<file path="src/logic/pocd_defs.svh">
// register indexes, field positions, reset values and timing for the divider block
`ifndef POCD_DEFS_SVH
`define POCD_DEFS_SVH

// register indexes; byte address is four times the index
`define POCD_IDX_CNT0      10'h190
`define POCD_IDX_CTRL0     10'h191
`define POCD_IDX_ROUTE0    10'h192
`define POCD_IDX_CNT1      10'h196
`define POCD_IDX_CTRL1     10'h197
`define POCD_IDX_ROUTE1    10'h198
`define POCD_IDX_SRCSEL    10'h1e1
`define POCD_IDX_STATUS    10'h1a0

// cycle count register fields
`define POCD_LOW_MSB       7
`define POCD_LOW_LSB       4
`define POCD_HIGH_MSB      3
`define POCD_HIGH_LSB      0

// control register fields
`define POCD_BIT_BYPASS    7
`define POCD_BIT_NOSYNC    6
`define POCD_BIT_FORCE     5
`define POCD_BIT_START     4
`define POCD_PHASE_MSB     3
`define POCD_PHASE_LSB     0

// routing register fields
`define POCD_BIT_DIRECT    1
`define POCD_BIT_DUTYOFF   0

// source select encodings
`define POCD_SRC_EXT       2'h0
`define POCD_SRC_NONE      2'h1
`define POCD_SRC_VCO       2'h2

// reset values
`define POCD_RST_CNT       8'h00
`define POCD_RST_CTRL0     8'h80
`define POCD_RST_CTRL1     8'h00
`define POCD_RST_ROUTE     8'h00
`define POCD_RST_SRCSEL    2'h1

// synchroniser depth for pin inputs
`define POCD_SYNC_STAGES   2

`endif

</file>
<file path="src/logic/pocd_pkg.sv">
// types shared by the paired output clock divider
package pocd_pkg;

    // per-channel divider sequencing state
    typedef enum logic [1:0] {
        POCD_OFF,
        POCD_HOLD,
        POCD_PHASE,
        POCD_RUN
    } pocd_state_t;

    // output path choice after the routing decode
    typedef enum logic [1:0] {
        POCD_PATH_DIV,
        POCD_PATH_VCO,
        POCD_PATH_EXT
    } pocd_path_t;

endpackage

</file>
<file path="src/logic/pocd_top.sv">
// paired output clock divider: two channels, wishbone register file, sync handling
//
// Function
// low phase lasts low count plus one
// high phase lasts high count plus one
// bypass powers divider down, passes input clock
// channel 0 resets bypassed, channel 1 not
// nosync clear obeys chip sync, set ignores
// software sets nosync before using force level
// force bit picks static low or high
// start bit picks waveform starting level
// four-bit phase offset per channel, reset zero
// direct bit clear feeds pair from divider
// direct bit set routes per source select
// duty fix disable bit, clear enables correction
// two identical channels at their register offsets
// second routing register mirrors first channel bits
// sync restarts counters, start level, then phase
//
// The Wishbone register port was decided locally.
`include "pocd_defs.svh"

module pocd_top #(
    parameter int NUM_CH = 2,
    parameter int CNT_W  = 4
) (
    input  wire logic        clk_i,      // divider input clock
    input  wire logic        rst_i,      // synchronous reset, active high
    input  wire logic [11:0] adr_i,      // wishbone byte address
    input  wire logic [31:0] dat_i,      // wishbone write data
    output logic      [31:0] dat_o,      // wishbone read data
    input  wire logic [3:0]  sel_i,      // wishbone byte lanes
    input  wire logic        we_i,       // wishbone write enable
    input  wire logic        cyc_i,      // wishbone cycle
    input  wire logic        stb_i,      // wishbone strobe
    output logic             ack_o,      // wishbone acknowledge
    input  wire logic        sync_n_i,   // chip-level sync pin, active low
    input  wire logic        vco_lvl_i,  // internal oscillator image
    input  wire logic        ext_lvl_i,  // external clock input image
    output logic             pair_a_first_output_o,   // channel 0 first output
    output logic             pair_a_second_output_o,  // channel 0 second output
    output logic             pair_b_first_output_o,   // channel 1 first output
    output logic             pair_b_second_output_o,  // channel 1 second output
    output logic [1:0]       duty_fix_en_o,  // duty correction enable per channel
    output logic [1:0]       div_pwrdn_o     // divider logic powered down per channel
);

    // unsupported sizes are refused while the design is built, not at run time
    if (NUM_CH != 2) begin : g_bad_num_ch
        $error("pocd_top: register map serves exactly two channels");
    end
    if (CNT_W != 4) begin : g_bad_cnt_w
        $error("pocd_top: count fields are four bits wide");
    end

    // register storage
    logic [7:0] cnt_reg   [NUM_CH];
    logic [7:0] ctrl_reg  [NUM_CH];
    logic [7:0] route_reg [NUM_CH];
    logic [1:0] src_sel;

    // divider state
    pocd_pkg::pocd_state_t state [NUM_CH];
    logic [CNT_W-1:0]      cnt   [NUM_CH];
    logic [CNT_W-1:0]      phase [NUM_CH];
    logic [NUM_CH-1:0]     level;
    logic [NUM_CH-1:0]     out_q;
    logic                  clk_img;

    // synchronisers
    logic [`POCD_SYNC_STAGES-1:0] sync_ff;
    logic [`POCD_SYNC_STAGES-1:0] vco_ff;
    logic [`POCD_SYNC_STAGES-1:0] ext_ff;
    logic                         sync_active;
    logic                         vco_lvl;
    logic                         ext_lvl;

    // bus decode
    logic       bus_req;
    logic       wr_stb;
    logic [9:0] idx;

    function automatic logic idx_is(input logic [9:0] a, input logic [9:0] b);
        return a == b;
    endfunction

    function automatic pocd_pkg::pocd_path_t path_of(input logic [7:0] route,
                                                     input logic [1:0] sel);
        pocd_pkg::pocd_path_t p;
        p = pocd_pkg::POCD_PATH_DIV;
        if (route[`POCD_BIT_DIRECT]) begin
            case (sel)
                `POCD_SRC_VCO: p = pocd_pkg::POCD_PATH_VCO;
                `POCD_SRC_EXT: p = pocd_pkg::POCD_PATH_EXT;
                default:       p = pocd_pkg::POCD_PATH_DIV;
            endcase
        end
        return p;
    endfunction

    // limit of the count for the level now shown
    function automatic logic [CNT_W-1:0] limit_of(input logic [7:0] counts,
                                                  input logic       lvl);
        return lvl ? counts[`POCD_HIGH_MSB:`POCD_HIGH_LSB]
                   : counts[`POCD_LOW_MSB:`POCD_LOW_LSB];
    endfunction

    assign bus_req = cyc_i && stb_i;
    assign wr_stb  = bus_req && we_i && sel_i[0] && !ack_o;
    assign idx     = adr_i[11:2];

    // two flops before any logic looks at the pins
    always_ff @(posedge clk_i) begin
        if (rst_i) begin
            sync_ff <= '1;
            vco_ff  <= '0;
            ext_ff  <= '0;
        end else begin
            sync_ff <= {sync_ff[0], sync_n_i};
            vco_ff  <= {vco_ff[0], vco_lvl_i};
            ext_ff  <= {ext_ff[0], ext_lvl_i};
        end
    end

    assign sync_active = !sync_ff[`POCD_SYNC_STAGES-1];
    assign vco_lvl     = vco_ff[`POCD_SYNC_STAGES-1];
    assign ext_lvl     = ext_ff[`POCD_SYNC_STAGES-1];

    // wishbone acknowledge, one cycle after the request, dropped the cycle after
    always_ff @(posedge clk_i) begin
        if (rst_i) begin
            ack_o <= 1'b0;
        end else begin
            ack_o <= bus_req && !ack_o;
        end
    end

    // register writes; unmapped indexes are acked and ignored
    always_ff @(posedge clk_i) begin
        if (rst_i) begin
            cnt_reg[0]   <= `POCD_RST_CNT;
            cnt_reg[1]   <= `POCD_RST_CNT;
            ctrl_reg[0]  <= `POCD_RST_CTRL0;
            ctrl_reg[1]  <= `POCD_RST_CTRL1;
            route_reg[0] <= `POCD_RST_ROUTE;
            route_reg[1] <= `POCD_RST_ROUTE;
            src_sel      <= `POCD_RST_SRCSEL;
        end else if (wr_stb) begin
            if (idx_is(idx, `POCD_IDX_CNT0)) begin
                cnt_reg[0] <= dat_i[7:0];
            end
            if (idx_is(idx, `POCD_IDX_CTRL0)) begin
                ctrl_reg[0] <= dat_i[7:0];
            end
            if (idx_is(idx, `POCD_IDX_ROUTE0)) begin
                route_reg[0] <= {6'h00, dat_i[1:0]};
            end
            if (idx_is(idx, `POCD_IDX_CNT1)) begin
                cnt_reg[1] <= dat_i[7:0];
            end
            if (idx_is(idx, `POCD_IDX_CTRL1)) begin
                ctrl_reg[1] <= dat_i[7:0];
            end
            if (idx_is(idx, `POCD_IDX_ROUTE1)) begin
                route_reg[1] <= {6'h00, dat_i[1:0]};
            end
            if (idx_is(idx, `POCD_IDX_SRCSEL)) begin
                src_sel <= dat_i[1:0];
            end
        end
    end

    // read data, registered alongside ack
    always_ff @(posedge clk_i) begin
        if (rst_i) begin
            dat_o <= 32'h0000_0000;
        end else if (bus_req && !ack_o && !we_i) begin
            case (idx)
                `POCD_IDX_CNT0:   dat_o <= {24'h000000, cnt_reg[0]};
                `POCD_IDX_CTRL0:  dat_o <= {24'h000000, ctrl_reg[0]};
                `POCD_IDX_ROUTE0: dat_o <= {24'h000000, route_reg[0]};
                `POCD_IDX_CNT1:   dat_o <= {24'h000000, cnt_reg[1]};
                `POCD_IDX_CTRL1:  dat_o <= {24'h000000, ctrl_reg[1]};
                `POCD_IDX_ROUTE1: dat_o <= {24'h000000, route_reg[1]};
                `POCD_IDX_SRCSEL: dat_o <= {30'h00000000, src_sel};
                `POCD_IDX_STATUS: dat_o <= {26'h0000000, sync_active,
                                            state[1] == pocd_pkg::POCD_PHASE,
                                            state[0] == pocd_pkg::POCD_PHASE,
                                            div_pwrdn_o[1] | div_pwrdn_o[0],
                                            out_q};
                default:          dat_o <= 32'h0000_0000;
            endcase
        end
    end

    // image of the divider input clock, shown while bypassed
    always_ff @(posedge clk_i) begin
        if (rst_i) begin
            clk_img <= 1'b0;
        end else begin
            clk_img <= !clk_img;
        end
    end

    // divider channels
    always_ff @(posedge clk_i) begin
        if (rst_i) begin
            for (int c = 0; c < NUM_CH; c++) begin
                state[c] <= pocd_pkg::POCD_HOLD;
                cnt[c]   <= '0;
                phase[c] <= '0;
                level[c] <= 1'b0;
            end
        end else begin
            for (int c = 0; c < NUM_CH; c++) begin
                if (ctrl_reg[c][`POCD_BIT_BYPASS]) begin
                    // powered down: counters parked, restart from start level
                    state[c] <= pocd_pkg::POCD_OFF;
                    cnt[c]   <= '0;
                    phase[c] <= '0;
                    level[c] <= ctrl_reg[c][`POCD_BIT_START];
                end else if (sync_active && !ctrl_reg[c][`POCD_BIT_NOSYNC]) begin
                    // held in sync: start level, phase reloaded
                    state[c] <= pocd_pkg::POCD_HOLD;
                    cnt[c]   <= '0;
                    phase[c] <= ctrl_reg[c][`POCD_PHASE_MSB:`POCD_PHASE_LSB];
                    level[c] <= ctrl_reg[c][`POCD_BIT_START];
                end else begin
                    case (state[c])
                        pocd_pkg::POCD_OFF,
                        pocd_pkg::POCD_HOLD: begin
                            state[c] <= (phase[c] != '0) ? pocd_pkg::POCD_PHASE
                                                         : pocd_pkg::POCD_RUN;
                            cnt[c]   <= '0;
                        end
                        pocd_pkg::POCD_PHASE: begin
                            // start level held one cycle per offset step
                            phase[c] <= phase[c] - 1'b1;
                            if (phase[c] == 4'h1) begin
                                state[c] <= pocd_pkg::POCD_RUN;
                            end
                        end
                        pocd_pkg::POCD_RUN: begin
                            if (cnt[c] >= limit_of(cnt_reg[c], level[c])) begin
                                cnt[c]   <= '0;
                                level[c] <= !level[c];
                            end else begin
                                cnt[c] <= cnt[c] + 1'b1;
                            end
                        end
                        default: begin
                            state[c] <= pocd_pkg::POCD_HOLD;
                        end
                    endcase
                end
            end
        end
    end

    // output selection; outputs are registered
    always_ff @(posedge clk_i) begin
        if (rst_i) begin
            out_q <= '0;
        end else begin
            for (int c = 0; c < NUM_CH; c++) begin
                case (path_of(route_reg[c], src_sel))
                    pocd_pkg::POCD_PATH_VCO: out_q[c] <= vco_lvl;
                    pocd_pkg::POCD_PATH_EXT: out_q[c] <= ext_lvl;
                    default: begin
                        if (ctrl_reg[c][`POCD_BIT_BYPASS]) begin
                            out_q[c] <= clk_img;
                        end else if (ctrl_reg[c][`POCD_BIT_NOSYNC] && sync_active) begin
                            // static level only means something while sync is ignored
                            out_q[c] <= ctrl_reg[c][`POCD_BIT_FORCE];
                        end else begin
                            out_q[c] <= level[c];
                        end
                    end
                endcase
            end
        end
    end

    assign pair_a_first_output_o  = out_q[0];
    assign pair_a_second_output_o = out_q[0];
    assign pair_b_first_output_o  = out_q[1];
    assign pair_b_second_output_o = out_q[1];

    // correction is on while the disable bit is clear
    assign duty_fix_en_o[0] = !route_reg[0][`POCD_BIT_DUTYOFF];
    assign duty_fix_en_o[1] = !route_reg[1][`POCD_BIT_DUTYOFF];
    assign div_pwrdn_o[0]   = ctrl_reg[0][`POCD_BIT_BYPASS];
    assign div_pwrdn_o[1]   = ctrl_reg[1][`POCD_BIT_BYPASS];

endmodule

</file>
<file path="config.mk">
export PLATFORM = sky130hd
export DESIGN_NAME = pocd_top
export DESIGN_NICKNAME = d
export VERILOG_FILES = /design/src/logic/pocd_pkg.sv /design/src/logic/pocd_top.sv
export VERILOG_INCLUDE_DIRS = /design/src /design/src/logic
export SDC_FILE = /design/constraint.sdc
export NUM_CORES = 1
export LEC_CHECK = 0
export ABC_AREA = 1
export BUFFER_PORTS_ARGS = -buffer_cell sky130_fd_sc_hd__buf_2
export CAP_MARGIN = 20
export CORE_MARGIN = 2
export CORE_UTILIZATION = 40
export CTS_BUF_LIST = sky130_fd_sc_hd__clkbuf_16
export DETAILED_ROUTE_END_ITERATION = 8
export PLACE_DENSITY_LB_ADDON = 0.25
export SETUP_SLACK_MARGIN = 0.5
export SYNTH_ARGS = -nofsm -noshare
export SYNTH_HDL_FRONTEND = slang
export SYNTH_SLANG_ARGS = --single-unit
</file>
<file path="constraint.sdc">
create_clock -name clk_i -period 2.8 [get_ports clk_i]
set_input_delay 0.42 -clock clk_i [delete_from_list [all_inputs] [get_ports clk_i]]
set_output_delay 0.42 -clock clk_i [all_outputs]
set_load 0.005 [all_outputs]
</file>
==> results.yml, run 1 <==
floorplan:
  die_y_um: 110
  start_util_pct: 41.1
  core_area_sq_um: 10800
  num_io_pins: 97
  num_rows: 38
  dieArea_sq_um: 12000
  dieWidth_um: 110
timing:
  clock_skew_ps: 5.32
  timing.final.hold_violations: 0
  min_period_ps: 1940
  fmax_mhz: 514
  timing.final.ws_setup_ps: 856
  fin_crit_sh_pct: 69.4
  rsz0062_at_grt: "no"
  slew_headroom_pct: 65.8
  timing.final.max_slew_violations: 0
  worst_pin_slew_ps: 512
  finalSetupTns_ps: 0
  finalSetupViolations: 0
clock_network:
  ctsHoldBuffers: 0
  root_buffer: "clkbuf_16"
  cts_setup_buffers: 0
  cts_resized: 0
  cts_tree: "yes"
  cts_sinks: 78
  numCtsBuffers: 9
  path_clk_slew_ps: 60
  clkLatencyLatePin_ps: 340
  clk_path_buf_depth: 2
  cts-htree-levels: 3
logic_synthesis:
  synth_cells: 511
  synth_edf_count: 56
  syn_area_per_cell_sq_um: 8.72
  synth_area_leaders: "edfxtp_1 38%, dfxtp_1 9.9%, nand2_1 7.0%, inv_1 5.6%, ha_1 5.6%"
  synth-async-reset-ratio_pct: 0
  netlist_area_sq_um: 4460
  ys_seq_elements: 78
  synth.top_cell.area_share_pct: 37.7
  yosys_warnings: 0
  synth_top_area_cell: "edfxtp_1"
  synth_cell_types: 36
  yosys_most_used_dff: "edfxtp_1"
  yosysSeqAreaShare_pct: 47.6
detailed_routing:
  num_vias: 3483
  routed_wirelength_um: 10100
  firstDrtPassIters: 6
  avgRoutedWirePerCell_um: 14.3
  drt_iter0_drc: 274
  drc: 0
  vias_per_cell: 4.96
  postRouteAntennaNets: 0
power_and_ir_drop:
  seqPwrFrac_pct: 48.2
  power_frac_clock_pct: 44.3
  switching_share_pct: 24.6
  p_leak_uw: 0.00224
  p_comb_share_pct: 7.5
  p_int_uw: 2050
  p_per_area_nw_per_um2: 540
  switchingPower_uw: 669
  ir_drop_uv: 248
critical_path:
  path_delay_family: "flip-flops"
  path_max_fanout: 6
  path_cells: "mux2_2 -> ha_1 -> inv_1 -> a21oi_1 -> o21bai_1 -> nand2_1 -> nand2_1 -> xor2_1 -> a21oi_1"
  worst_setup_path_start_kind: "register"
  rr_worst_depth: 9
  cpMaxStageDelayCell: "dfxtp_1"
  required_ps: 3030
  critPathArrivalTime_ps: 2180
  path_buf_inv: 1
  path_depth: 9
  crit_end: "level[0]"
  startpoint: "level[0]"
  slowest_delay_ps: 520
  rr_endpoint: "level[0]"
  r2r_setup_slack_ps: 860
  critical_path_class: "reg2reg"
  r2r_start: "level[0]"
  cp-end-kind: "register"
cells_and_area:
  nets: 633
  fill_cells: 1036
  fin_cells: 702
  area_growth_syn_to_layout_pct: 12.9
  diodes: 0
  largest_register_ffs: 24
  final_common_cell: "nand2_1"
  layout_common_cells: "83 x nand2_1, 67 x inv_1, 57 x nor2_1"
  drive_gt1_share_pct: 16.5
status:
  outcome: "completed"
job:
  maxCapViolCount: 0
placed_design:
  place.gp.congestion: 0.853
  place_inst: 686
  place_ws_ps: 877
  place_hpwl_um: 7790
  port_buffers: 43
global_routing:
  gr-total-overflow: 0
  antenna_found_initial: 0
  grt_max_degree: 31
  grt_pass1_wl_um: 16000
  grt_pass1_vias: 3167
  grt_usage_pct: 17.7
min_path:
  hp-class: "in2reg"
[power groups by stage]
stage	combinational, uW	sequential (uW)	clock, uW
floorplan	168	1320	0
CTS	205	1310	1210
global placement	199	1330	0
global route	233	1320	1260
finish	203	1310	1200
detailed placement	203	1340	0
[cells in the mapped netlist (2+ instances only)]
cell / n
a21oi_1: 23
a22o_1: 2
a31oi_1: 2
buf_2: 5
buf_4: 29
clkbuf_1: 3
dfxtp_1: 22
edfxtp_1: 56
ha_1: 20
inv_1: 67
inv_2: 3
mux2i_1: 6
nand2_1: 83
nand2_2: 6
nand3_1: 33
nand4_1: 28
nor2_1: 57
nor2_2: 5
nor2_4: 6
nor3_1: 8
o211ai_1: 3
o21ai_0: 20
o21bai_1: 2
or2_2: 2
xnor2_1: 4
xor2_1: 6
[how the worst min path moves through the flow]
| stage | from | to | slack, ps | depth (start not counted) |
|---|---|---|---|---|
| 3_3_place_gp | vco_ff[0] | vco_ff[1] | 400 | 2 |
| 2_1_floorplan | ext_ff[0] | ext_ff[1] | 390 | 2 |
| 5_1_grt | sync_n_i | sync_ff[0] | 260 | 2 |
| 4_1_cts | sync_n_i | sync_ff[0] | 260 | 2 |
| 3_5_place_dp | vco_ff[0] | vco_ff[1] | 400 | 2 |
| 6_report | sync_n_i | sync_ff[0] | 260 | 2 |
[logic make-up (layout without fill, tap and decap cells)]
group	count (synthesis)	count (layout)	share of synthesized area [%]
muxes	7	7	1.60
xor gates and xnor gates	10	10	1.97
adders and majority gates	20	20	5.61
other	1	24	0.0841
and+or+nand+nor	231	231	24.4
AOI/OAI and AO/OA	54	54	6.71
buffers and inverters	110	138	12.0
DFF	78	78	47.6
[layout make-up]
cell class / instances / area (sq um) / area share [%]
Sequential cell: 78 / 2120 / 42.2
Multi-Input combinational cell: 346 / 1880 / 37.5
Timing Repair Buffer: 51 / 275 / 5.47
Inverter: 71 / 268 / 5.32
Clock buffer: 9 / 225 / 4.48
Tap cell: 140 / 175 / 3.48
Clock inverter: 7 / 81.3 / 1.62
[per-layer routing]
metal	wire length (um)	vias up	GRT usage, %	share of wire, %
met3	602	9	3.79	6.0
li1	-	1750	-	-
met1	4830	1617	25.3	48
met4	115	0	5.52	1.1
met5	0	-	0	0
met2	4510	107	26.7	45
[per-stage QoR]
step	hold slack [ps]	area [sq um]	utilization, %	power [uW]
after floorplan	388	4540	-	1490
after global placement	399	4720	43.6	1530
after detailed placement	401	4720	43.6	1540
after CTS	262	5030	46.4	2730
after global routing	259	5030	46.4	2810
final	263	5030	46.4	2720
Power figures use the tool's default switching activity.
==> inputs of run 2 (changes only) <==
Clock period 2.8 ns to 1.6 ns, I/O delays scaled along.
==> run 2 against run 1 <==
Net effect:
- the flow now finishes with violations (setup timing)
- critical path depth decreased by 2
- sequential power increased by 76%
- utilization grew 15 points
- fmax increased by 11%
- clock-buffer cell count stayed put
- sequential cell count is the same
- register-to-register slack got worse by 1000 ps
- die area unchanged
- hold slack got worse by 170 ps
- clock power grew 73%
- power rose by 85%
- critical endpoint is now cnt[0][3]
- highest routed layer unchanged
==> results.yml, run 2 (synthesis results as in run 1) <==
critical_path:
  cpMaxStageDelayCell: "edfxtp_1"
  critPathArrivalTime_ps: 1950
  worst_setup_path_start_kind: "register"
  path_buf_inv: 1
  path_delay_family: "flip-flops"
  path_cells: "mux2_4 -> ha_4 -> inv_2 -> a21oi_2 -> o21bai_1 -> nand4_1 -> nor2_1"
  cp-end-kind: "register"
  required_ps: 1800
  path_max_fanout: 4
  critical_path_class: "reg2reg"
  slowest_delay_ps: 440
global_routing:
  grt_max_degree: 31
  grt_usage_pct: 21.3
  grt_pass1_vias: 3693
  grt_pass1_wl_um: 18800
  antenna_found_initial: 0
  gr-total-overflow: 0
timing:
  clock_skew_ps: 10.4
  fmax_mhz: 573
  timing.final.hold_violations: 0
  finalSetupViolations: 6
  timing.final.max_slew_violations: 0
  timing.final.ws_setup_ps: -144
  rsz0062_at_grt: "yes"
  min_period_ps: 1740
  fin_crit_sh_pct: 109
  finalSetupTns_ps: -709
power_and_ir_drop:
  ir_drop_uv: 547
  p_comb_share_pct: 12.7
  seqPwrFrac_pct: 45.9
  switching_share_pct: 25.9
  switchingPower_uw: 1300
  p_leak_uw: 0.00279
  p_per_area_nw_per_um2: 755
  power_frac_clock_pct: 41.5
  p_int_uw: 3720
detailed_routing:
  postRouteAntennaNets: 0
  avgRoutedWirePerCell_um: 16.5
  drt_iter0_drc: 248
  drc: 0
  num_vias: 3925
  firstDrtPassIters: 4
  routed_wirelength_um: 12700
  vias_per_cell: 5.08
clock_network:
  root_buffer: "clkbuf_16"
  ctsHoldBuffers: 0
  cts_tree: "yes"
  cts-htree-levels: 3
  numCtsBuffers: 9
  clkLatencyLatePin_ps: 350
  cts_sinks: 78
  clk_path_buf_depth: 2
  path_clk_slew_ps: 60
floorplan:
  dieArea_sq_um: 12000
  dieWidth_um: 110
  num_rows: 38
  start_util_pct: 41.1
  num_io_pins: 97
  die_y_um: 110
  core_area_sq_um: 10800
cells_and_area:
  finalInstanceArea_sq_um: 6650
  diodes: 0
  multi_input_area_sq_um: 2690
  drive_gt1_share_pct: 49.1
  layout.area.seq_sq_um: 2140
  nets: 703
  largest_register_ffs: 24
  fill_cells: 872
  layout_common_cells: "56 x edfxtp_1, 52 x nand2_1, 48 x inv_1"
  area_growth_syn_to_layout_pct: 49.2
  final_common_cell: "edfxtp_1"
placed_design:
  place_hpwl_um: 8440
  place.gp.congestion: 0.891
  port_buffers: 43
  dpl-instance-area_sq_um: 5190
job:
  maxCapViolCount: 0
min_path:
  hp-class: "in2reg"
status:
  outcome: "finished with violations"
  violations: "setup timing"
run 2: changes by cell type in the layout (fill, tap and decap cells not counted), moves of 12 or more:
| cell | previous run | this run |
|---|---|---|
| nor2_1 | 57 | 25 |
| inv_2 | 3 | 15 |
| buf_4 | 8 | 37 |
| nor2_4 | 6 | 36 |
| inv_1 | 67 | 48 |
| buf_6 | 0 | 39 |
| nand2_1 | 83 | 52 |
| nand2_2 | 6 | 27 |
| o21ai_0 | 20 | 2 |
run 2: per-layer routing:
layer / vias up / global-route usage (%) / wire [um]
met5: - / 0 / 0
met4: 0 / 9.86 / 335
met3: 25 / 4.74 / 623
met2: 126 / 34.4 / 6370
met1: 1881 / 27.1 / 5380
li1: 1893 / - / -
run 2: area by class of cell:
cell class	instances	share of cell area (%)
multi-input cells	346	40.4
flip-flops and latches	78	32.2
repair buffers	121	15.3
inverters	71	4.99
clock buffers	9	3.39
well taps	140	2.63
clock inverters	7	1.09
run 2: timing repair:
action,CTS,global route
setup buffers,29,21
resized for setup,142,61
pin swaps,43,49
endpoints found under the setup margin,130,134
run 2: power groups by stage:
stage,registers [uW],clock network (uW),logic (uW)
floorplan,2310,0,347
global route,2310,2190,693
global placement,2330,0,437
CTS,2300,2110,574
finish,2300,2080,636
detailed placement,2340,0,446
run 2: metrics by stage:
stage	hold WS (ps)	std cells	power, uW	worst slack [ps]	utilization, %
final	88.2	772	5020	-144	61.3
after CTS	77.3	751	4980	-118	57.8
after global routing	79.8	772	5190	-263	61.3
after detailed placement	400	706	2780	-144	47.9
after global placement	395	706	2770	-144	47.9
after floorplan	344	534	2660	-55.2	-
run 2: worst paths after layout:
path | start | endpoint | slack (ps) | depth (start not counted)
setup / recovery | cnt_reg[0][4] | cnt[0][3] | -140 | 7
hold / removal | sync_n_i | sync_ff[0] | 90 | 2
hold reg to reg | vco_ff[0] | vco_ff[1] | 400 | 2
setup reg to reg | cnt_reg[0][4] | cnt[0][3] | -140 | 7
